--- src/verilog/qcs_map.svh ---
// Register offsets, field positions and reset values of the QoS classifier and scheduler.
// Operation
// RULE1: Take three-bit VLAN priority, seven highest.
// RULE2: Take IPv4 precedence, seven highest, zero lowest.
// RULE3: Code point is six bits; two reserved ignored.
// RULE4: Top three code-point bits form class selector.
// RULE5: 64-entry code-point table, default eight per queue.
// RULE6: Writable VLAN-priority-to-queue table, applies immediately.
// RULE7: Per-port default priority used when nothing trusted.
// RULE8: Global enable and four-way trust selection.
// RULE9: Port trust off uses port default only.
// RULE10: Per-port remarking of priority, code point, precedence.
// RULE11: Weighted round robin serves queues by weight.
// RULE12: Strict priority serves highest non-empty queue.
// RULE13: Precedence-to-queue table used in precedence trust.
// RULE14: Combined mode: IP by code point, others VLAN.
`ifndef QCS_MAP_SVH
`define QCS_MAP_SVH

// =====================================================================
// Register offsets (byte addresses)
`define QCS_CTRL_OFS      12'h000
`define QCS_PORT_OFS      12'h004
`define QCS_PRI_MAP_OFS   12'h008
`define QCS_PREC_MAP_OFS  12'h00C
`define QCS_WEIGHT_OFS    12'h010
`define QCS_STATUS_OFS    12'h014
`define QCS_DSCP_BASE     12'h100
`define QCS_DSCP_LAST     12'h1FC

// =====================================================================
// Field positions
`define QCS_CTRL_EN       0
`define QCS_CTRL_TRUST_LO 1
`define QCS_CTRL_WRR      3
`define QCS_PORT_TRUST    0
`define QCS_PORT_DEF_LO   1
`define QCS_PORT_RMK_PRI  4
`define QCS_PORT_RMK_DSCP 5
`define QCS_PORT_RMK_PREC 6

// =====================================================================
// Reset values
`define QCS_CTRL_RST      4'h0
`define QCS_PORT_RST      7'h01
`define QCS_MAP_RST       24'hFAC688
`define QCS_WEIGHT_RST    32'h11111111

`endif

--- src/verilog/qcs_pkg.sv ---
// Types shared by the QoS classifier and scheduler.
package qcs_pkg;

   typedef enum logic [1:0] {
      QCS_TRUST_COS  = 2'h0,
      QCS_TRUST_DSCP = 2'h1,
      QCS_COMBINED_TRUST_MODE = 2'h2,
      QCS_TRUST_PREC = 2'h3
   } qcs_trust_t;

   typedef enum logic [1:0] {
      QCS_SRC_DEFAULT = 2'h0,
      QCS_SRC_VLAN    = 2'h1,
      QCS_SRC_DSCP    = 2'h2,
      QCS_SRC_PREC    = 2'h3
   } qcs_src_t;

endpackage

--- src/verilog/qcs_classifier_scheduler.sv ---
// QoS classifier with remarking and an eight-queue egress scheduler.
`include "qcs_map.svh"

module qcs_classifier_scheduler (
   input wire logic clk,
   input wire logic resetn,
   input wire logic ce,
   input wire logic [11:0] reg_addr,
   input wire logic [31:0] reg_wdata,
   input wire logic reg_we,
   input wire logic reg_re,
   output logic [31:0] reg_rdata,
   input wire logic frm_valid,
   input wire logic frm_has_vlan,
   input wire logic [2:0] frm_vlan_pri,
   input wire logic frm_is_ipv4,
   input wire logic [7:0] frm_tos,
   output logic cls_valid,
   output logic [2:0] cls_queue,
   output logic [2:0] cls_vlan_pri,
   output logic [7:0] cls_tos,
   input wire logic [7:0] q_nonempty,
   input wire logic sched_ready,
   output logic grant_valid,
   output logic [2:0] grant_queue
);

   // =====================================================================
   // Helpers
   function automatic logic [2:0] map_lookup(input logic [23:0] tbl, input logic [2:0] idx);
      map_lookup = tbl[3 * idx +: 3];
   endfunction

   // Code-point table entries sit one word apart above the table base.
   function automatic logic [5:0] dscp_entry(input logic [11:0] addr);
      dscp_entry = addr[7:2];
   endfunction

   // A zero weight still gets one turn so no queue starves.
   function automatic logic [3:0] weight_of(input logic [31:0] w, input logic [2:0] idx);
      weight_of = (w[4 * idx +: 4] == 4'h0) ? 4'h1 : w[4 * idx +: 4];
   endfunction

   // =====================================================================
   // Register file
   logic [3:0] ctrl_q;
   logic [6:0] port_q;
   logic [23:0] pri_map_q;
   logic [23:0] prec_map_q;
   logic [31:0] weight_q;
   logic [2:0] dscp_map_q [64];
   logic [2:0] last_queue_q;
   logic [1:0] last_src_q;
   logic [31:0] rdata_d;
   logic dscp_hit;

   assign dscp_hit = (reg_addr >= `QCS_DSCP_BASE) && (reg_addr <= `QCS_DSCP_LAST);

   // Writes wait for ce, so a stalled core keeps its settings.
   always_ff @(posedge clk) begin
      if (!resetn) begin
         ctrl_q <= `QCS_CTRL_RST;
         port_q <= `QCS_PORT_RST;
         pri_map_q <= `QCS_MAP_RST;
         prec_map_q <= `QCS_MAP_RST;
         weight_q <= `QCS_WEIGHT_RST;
      end else if (ce && reg_we) begin
         unique case (reg_addr)
            `QCS_CTRL_OFS: ctrl_q <= reg_wdata[3:0]; // RULE8
            `QCS_PORT_OFS: port_q <= reg_wdata[6:0]; // RULE7
            `QCS_PRI_MAP_OFS: pri_map_q <= reg_wdata[23:0]; // RULE6
            `QCS_PREC_MAP_OFS: prec_map_q <= reg_wdata[23:0]; // RULE13
            `QCS_WEIGHT_OFS: weight_q <= reg_wdata; // RULE11
            default: begin
            end
         endcase
      end
   end

   // Each block of eight code points resets to one queue.
   generate
      for (genvar g = 0; g < 64; g++) begin : g_dscp
         always_ff @(posedge clk) begin
            if (!resetn) begin
               dscp_map_q[g] <= 3'(g / 8); // RULE5
            end else if (ce && reg_we && dscp_hit && dscp_entry(reg_addr) == 6'(g)) begin
               dscp_map_q[g] <= reg_wdata[2:0]; // RULE5
            end
         end
      end
   endgenerate

   always_comb begin
      rdata_d = 32'h0;
      if (dscp_hit) begin
         rdata_d = {29'h0, dscp_map_q[dscp_entry(reg_addr)]};
      end else begin
         unique case (reg_addr)
            `QCS_CTRL_OFS: rdata_d = {28'h0, ctrl_q};
            `QCS_PORT_OFS: rdata_d = {25'h0, port_q};
            `QCS_PRI_MAP_OFS: rdata_d = {8'h0, pri_map_q};
            `QCS_PREC_MAP_OFS: rdata_d = {8'h0, prec_map_q};
            `QCS_WEIGHT_OFS: rdata_d = weight_q;
            `QCS_STATUS_OFS: rdata_d = {16'h0, q_nonempty, 3'h0, last_src_q, last_queue_q};
            default: rdata_d = 32'h0;
         endcase
      end
   end

   // Read data stands only in the cycle after the strobe.
   always_ff @(posedge clk) begin
      if (!resetn) begin
         reg_rdata <= 32'h0;
      end else if (ce) begin
         reg_rdata <= reg_re ? rdata_d : 32'h0;
      end
   end

   // =====================================================================
   // Classification
   logic qos_en;
   qcs_pkg::qcs_trust_t trust;
   logic port_trust;
   logic [2:0] def_pri;
   logic [5:0] dscp;
   logic [2:0] prec;
   logic [2:0] class_selector_code;
   qcs_pkg::qcs_src_t src;
   logic [2:0] res_pri;
   logic [2:0] queue_d;
   logic [2:0] vlan_pri_d;
   logic [7:0] tos_d;

   assign qos_en = ctrl_q[`QCS_CTRL_EN];
   assign trust = qcs_pkg::qcs_trust_t'(ctrl_q[`QCS_CTRL_TRUST_LO +: 2]);
   assign port_trust = port_q[`QCS_PORT_TRUST];
   assign def_pri = port_q[`QCS_PORT_DEF_LO +: 3];
   // Bit 5 of the field is the byte's most significant bit.
   assign dscp = frm_tos[7:2]; // RULE3
   assign prec = frm_tos[7:5]; // RULE2
   assign class_selector_code = dscp[5:3]; // RULE4

   // In the code-point and precedence modes a frame without an IPv4 header falls back to the port default.
   always_comb begin
      src = qcs_pkg::QCS_SRC_DEFAULT;
      if (port_trust) begin // RULE9
         unique case (trust) // RULE8
            qcs_pkg::QCS_TRUST_COS:
               if (frm_has_vlan) src = qcs_pkg::QCS_SRC_VLAN; // RULE1
            qcs_pkg::QCS_TRUST_DSCP:
               if (frm_is_ipv4) src = qcs_pkg::QCS_SRC_DSCP; // RULE14
            qcs_pkg::QCS_COMBINED_TRUST_MODE: begin
               if (frm_is_ipv4) begin
                  src = qcs_pkg::QCS_SRC_DSCP; // RULE14
               end else if (frm_has_vlan) begin
                  src = qcs_pkg::QCS_SRC_VLAN; // RULE14
               end
            end
            qcs_pkg::QCS_TRUST_PREC:
               if (frm_is_ipv4) src = qcs_pkg::QCS_SRC_PREC; // RULE13
         endcase
      end
   end

   always_comb begin
      res_pri = def_pri; // RULE7
      queue_d = map_lookup(pri_map_q, def_pri); // RULE7
      unique case (src)
         qcs_pkg::QCS_SRC_VLAN: begin
            res_pri = frm_vlan_pri;
            queue_d = map_lookup(pri_map_q, frm_vlan_pri); // RULE6
         end
         qcs_pkg::QCS_SRC_DSCP: begin
            res_pri = class_selector_code;
            queue_d = dscp_map_q[dscp]; // RULE5
         end
         qcs_pkg::QCS_SRC_PREC: begin
            res_pri = prec;
            queue_d = map_lookup(prec_map_q, prec); // RULE13
         end
         default: begin
         end
      endcase
      vlan_pri_d = frm_vlan_pri;
      tos_d = frm_tos;
      if (!qos_en) begin
         // With classification off every frame lands in the lowest queue untouched.
         queue_d = 3'h0; // RULE8
      end else begin
         if (port_q[`QCS_PORT_RMK_PRI]) vlan_pri_d = res_pri; // RULE10
         // Code point remark wins over precedence since it covers those bits.
         if (port_q[`QCS_PORT_RMK_PREC]) tos_d[7:5] = res_pri; // RULE10
         if (port_q[`QCS_PORT_RMK_DSCP]) tos_d[7:2] = {res_pri, 3'h0}; // RULE10
      end
   end

   always_ff @(posedge clk) begin
      if (!resetn) begin
         cls_valid <= 1'b0;
         cls_queue <= 3'h0;
         cls_vlan_pri <= 3'h0;
         cls_tos <= 8'h0;
      end else if (ce) begin
         cls_valid <= frm_valid;
         if (frm_valid) begin
            cls_queue <= queue_d;
            cls_vlan_pri <= vlan_pri_d;
            cls_tos <= tos_d;
         end
      end
   end

   always_ff @(posedge clk) begin
      if (!resetn) begin
         last_queue_q <= 3'h0;
         last_src_q <= 2'h0;
      end else if (ce && frm_valid) begin
         last_queue_q <= queue_d;
         last_src_q <= src;
      end
   end

   // =====================================================================
   // Egress scheduler
   logic [3:0] credit_q [8];
   logic [2:0] ptr_q;
   logic sp_found;
   logic [2:0] sp_pick;
   logic rr_found;
   logic [2:0] rr_pick;
   logic [2:0] rr_idx;
   logic wrr;
   logic issue;
   logic reload;

   assign wrr = ctrl_q[`QCS_CTRL_WRR];

   // The scan runs upward, so the highest non-empty queue is the last hit and wins.
   always_comb begin
      sp_found = 1'b0;
      sp_pick = 3'h0;
      for (int i = 0; i < 8; i++) begin
         if (q_nonempty[i]) begin
            sp_found = 1'b1;
            sp_pick = 3'(i); // RULE12
         end
      end
   end

   // The search starts at the pointer, so a queue keeps its turn until its credit is spent.
   always_comb begin
      rr_found = 1'b0;
      rr_pick = 3'h0;
      rr_idx = 3'h0;
      for (int k = 0; k < 8; k++) begin
         rr_idx = 3'(ptr_q + 3'(k));
         if (!rr_found && q_nonempty[rr_idx] && credit_q[rr_idx] != 4'h0) begin
            rr_found = 1'b1;
            rr_pick = rr_idx; // RULE11
         end
      end
   end

   // A round with no credit left costs one idle cycle for the reload.
   assign issue = sched_ready && (wrr ? rr_found : sp_found);
   assign reload = wrr && sched_ready && sp_found && !rr_found;

   generate
      for (genvar q = 0; q < 8; q++) begin : g_credit
         always_ff @(posedge clk) begin
            if (!resetn) begin
               credit_q[q] <= 4'h0;
            end else if (ce) begin
               if (reload) begin
                  credit_q[q] <= weight_of(weight_q, 3'(q));
               end else if (issue && wrr && rr_pick == 3'(q)) begin
                  credit_q[q] <= credit_q[q] - 4'h1; // RULE11
               end
            end
         end
      end
   endgenerate

   always_ff @(posedge clk) begin
      if (!resetn) begin
         ptr_q <= 3'h0;
      end else if (ce && issue && wrr) begin
         ptr_q <= (credit_q[rr_pick] == 4'h1) ? 3'(rr_pick + 3'h1) : rr_pick; // RULE11
      end
   end

   always_ff @(posedge clk) begin
      if (!resetn) begin
         grant_valid <= 1'b0;
         grant_queue <= 3'h0;
      end else if (ce) begin
         grant_valid <= issue;
         if (issue) begin
            grant_queue <= wrr ? rr_pick : sp_pick; // RULE12
         end
      end
   end

endmodule

--- config.mk ---
export PLATFORM = sky130hd
export DESIGN_NAME = qcs_classifier_scheduler
export DESIGN_NICKNAME = d
export VERILOG_FILES = /design/src/verilog/qcs_pkg.sv /design/src/verilog/qcs_classifier_scheduler.sv
export VERILOG_INCLUDE_DIRS = /design/src /design/src/verilog
export SDC_FILE = /design/constraint.sdc
export NUM_CORES = 1
export LEC_CHECK = 0
export BUFFER_PORTS_ARGS = -buffer_cell sky130_fd_sc_hd__clkbuf_2
export CORE_UTILIZATION = 50
export CTS_CLUSTER_SIZE = 28
export DETAILED_ROUTE_END_ITERATION = 10
export GPL_TIMING_DRIVEN = 0
export PLACE_DENSITY = 0.67
export REMOVE_ABC_BUFFERS = 1
export SLEW_MARGIN = 20
export SYNTH_ARGS = -nofsm -noshare
export SYNTH_HDL_FRONTEND = slang
export SYNTH_SLANG_ARGS = --single-unit
--- constraint.sdc ---
create_clock -name clk -period 12.32 [get_ports clk]
set_input_delay 0.616 -clock clk [delete_from_list [all_inputs] [get_ports clk]]
set_output_delay 0.616 -clock clk [all_outputs]
set_load 0.01 [all_outputs]
==> out/results.tsv <==
stage	metric	value	unit
global_routing	grt_max_degree	92	
setup_path	crit_top_cell	ha_1	
power	p_switching	690	uW
timing	tightest_slew	1.15	ns
finish	seq_area	9730	um^2
timing	fmax	184	MHz
global_routing	grt_pass1_wl	93400	um
cts	cts_hold_buf	0	
timing	min_period	5.45	ns
finish	area_growth	12.0	%
cts	clock_latency	0.57	ns
finish	drive_gt1_frac	0.190	
synth	synth_cell_types	76	
synth	netlist_top_cells_area	edfxtp_1 (33%), mux4_2 (15%), dfxtp_1 (15%)	
cts	cts-buffers-inserted	42	
timing	hold_violations	0	
synth	syn-cell-area	20200	um^2
finish	layout_common_cells	nand2_1 (349), edfxtp_1 (224), nor2_1 (158), dfxtp_1 (149), mux4_2 (139)	
route	firstDrtPassIters	8	
route	drt_iter0_markers	1593	
floorplanning	start_util	0.508	
synth	synth_edf_count	224	
cts	cts_sinks	374	
route	ant_nets	0	
placement	gp_congestion	0.928	
global_routing	antenna_found_initial	1	
power	seqPwrFrac	0.477	
finish	diodes	0	
setup_path	worstPathCellList	inv_2, ha_1, mux4_2, a21boi_1, nand4_1, nand4bb_1, or4b_4, a211o_1, and2_1, inv_2, ha_1, ha_1, nand2_1, nand2_1	
floorplanning	die_area	41200	um^2
setup_path	required	12.58	ns
timing	setup_viol	0	
outcome	outcome	complete, no violations	
cts	clockBufferDepth	3	
synth	ys.flop_type	edfxtp_1	
min_path	hold_class	input port to flip-flop	
finish	final_common_cell	nand2_1	
setup_path	crit_path_max_fanout	30	
route	wl	62200	um
setup_path	start_kind	flip-flop	
timing	maxSlewHeadroom	0.225	
floorplanning	die_height	203	um
finish	fillers	3430	
finish	final_util	0.569	
global_routing	overflow	0	
power	total_power	2900	uW
setup_path	arrival	5.71	ns
placement	port-buffer-count	122	
setup_path	critical_path.max_stage_delay	0.73	ns
global_routing	grt_pass1_vias	15700	
timing	layout_setup_ws	6.87	ns
timing	slew_viol_final	0	
cts	cts_setup_buffers	0	
floorplanning	core	39800	um^2
setup_path	cp_slowest_cell	ha_1	
route	via_per_inst	6.44	
setup_path	critPathCaptureType	flip-flop	
power	swShare	0.238	
synth	synth_top_area_frac	0.333	
route	wl_per_cell	24.9	um
flow_run	cap_viol_max_count	0	
synth	async_flop_share	0	
cts	clockRootBuffer	clkbuf_16	
timing	fin_crit_sh	0.442	
timing	fin_tns_setup	0	ns
route	route.detailed.drc	0	
floorplanning	rows	73	
setup_path	worst-setup-path-type	flip-flop to flip-flop	
timing	rsz0062_at_grt	false	
power	p_comb_frac	0.096	
cts	ctsHtreeMaxLevel	2	
cts	clk_pin_slew	0.06	ns
cts	cts_tree	yes	
route	num_vias	16100	
global_routing	grtUsageTotal	0.304	
placement	dp_slack	6.54	ns
floorplanning	ios	123	
power	leakage	0.00771	uW
timing	timing.hold.ws	0.259	ns
floorplanning	die_w	203	um
synth	synth_area_per_cell	10.7	um^2
synth	synth_cells	1893	
power	clkPwrFrac	0.427	
power	p_int	2210	uW
synth	yosys_warnings	0	
synth	yosys.area.top_type	edfxtp_1	
finish	fin_nets	2025	
synth	ys_ff_latch	374	
placement	dp_hpwl	43300	um
timing	fin_worst_skew	0.0164	ns
cts	cts.repair.resized	0	
power	power_density	128	nW/um^2
synth	yosysSeqAreaShare	0.481	
power	ir_drop	0.130	mV
finish	multiInputGateArea	9890	um^2
-- routing by layer --
layer  vias up  GRT usage  share of wire
met1      7912      0.362           0.36
met5         -          0        0.00019
met2       811      0.520           0.50
met3       209     0.0596          0.083
met4         2      0.164          0.058
li1       7128          -              -
-- state kept, by name, summed over array words and instances, names as in the netlist, 3 cells and up, named ones only --
| signal | flops |
|---|---|
| weight_q | 32 |
| cls_vlan_pri | 3 |
| cls_queue | 3 |
| dscp_map_q | 192 |
| reg_rdata | 32 |
| pri_map_q | 24 |
| ctrl_q | 4 |
| grant_queue | 3 |
| prec_map_q | 24 |
| port_q | 7 |
| credit_q | 32 |
| cls_tos | 8 |
| ptr_q | 3 |
-- final timing paths --
kind,start,endpoint,slack [ns],depth (start not counted)
hold / removal,reg_wdata[24],weight_q[24],0.26,3
hold reg to reg,grant_queue[0],grant_queue[0],0.46,2
setup / recovery,ptr_q[0],credit_q[3][3],6.87,14
setup reg to reg,ptr_q[0],credit_q[3][3],6.87,14
-- Yosys cell counts (8+ instances only) --
cell	number
o21a_1	12
inv_1	33
a31oi_1	9
nand2b_1	23
edfxtp_1	224
nor3_1	24
clkbuf_1	124
mux2i_1	45
nand3_1	82
or4_1	8
buf_1	11
and2_1	21
xnor2_1	10
a21oi_1	29
nor2_1	164
mux4_2	139
o22ai_1	17
a222oi_1	10
nor4_1	14
nor2b_1	45
a21boi_0	63
ha_1	16
o21ai_0	111
nand2_1	349
a22oi_1	38
dfxtp_1	150
-- cell type report --
class,count,share of cell area
inverters,36,0.00597
multi-input cells,1342,0.437
clock buffers,62,0.0557
flip-flops and latches,374,0.430
clock inverters,15,0.00403
repair buffers,141,0.0390
well taps,525,0.0290
-- metrics by stage --
step,cell area [um^2],std cells
floorplan,19700,1752
finish,22700,2495
global placement,20900,2399
CTS,22600,2495
detailed placement,21300,2418
global route,22700,2495
-- worst max-delay path: cells and delay by family, from the launching register on --
family                     cells  cell delay (ns)
and+or+nand+nor                6             1.81
adders and majority gates      3             1.09
DFF                            1             0.71
muxes                          1             0.58
AOI/OAI and AO/OA              2             0.53
buffers and inverters          2             0.38
-- power by group through the flow --
stage,clock network [uW],logic [uW],registers (uW)
finish,1240,279,1390
global route,1300,293,1390
CTS,1250,276,1390
detailed placement,0,275,1410
global placement,0,270,1410
floorplan,0,155,1400
-- cell families after synthesis --
kind of cell	after synthesis	share of synthesized area
multiplexers	185	0.178
AND/OR/NAND/NOR	762	0.169
adder cells (fa/ha/maj)	16	0.00990
flip-flops	374	0.481
AO/OA/AOI/OAI	366	0.123
XOR/XNOR	13	0.00563
buffers and inverters	177	0.0335
(Power assumes the default switching activity.)
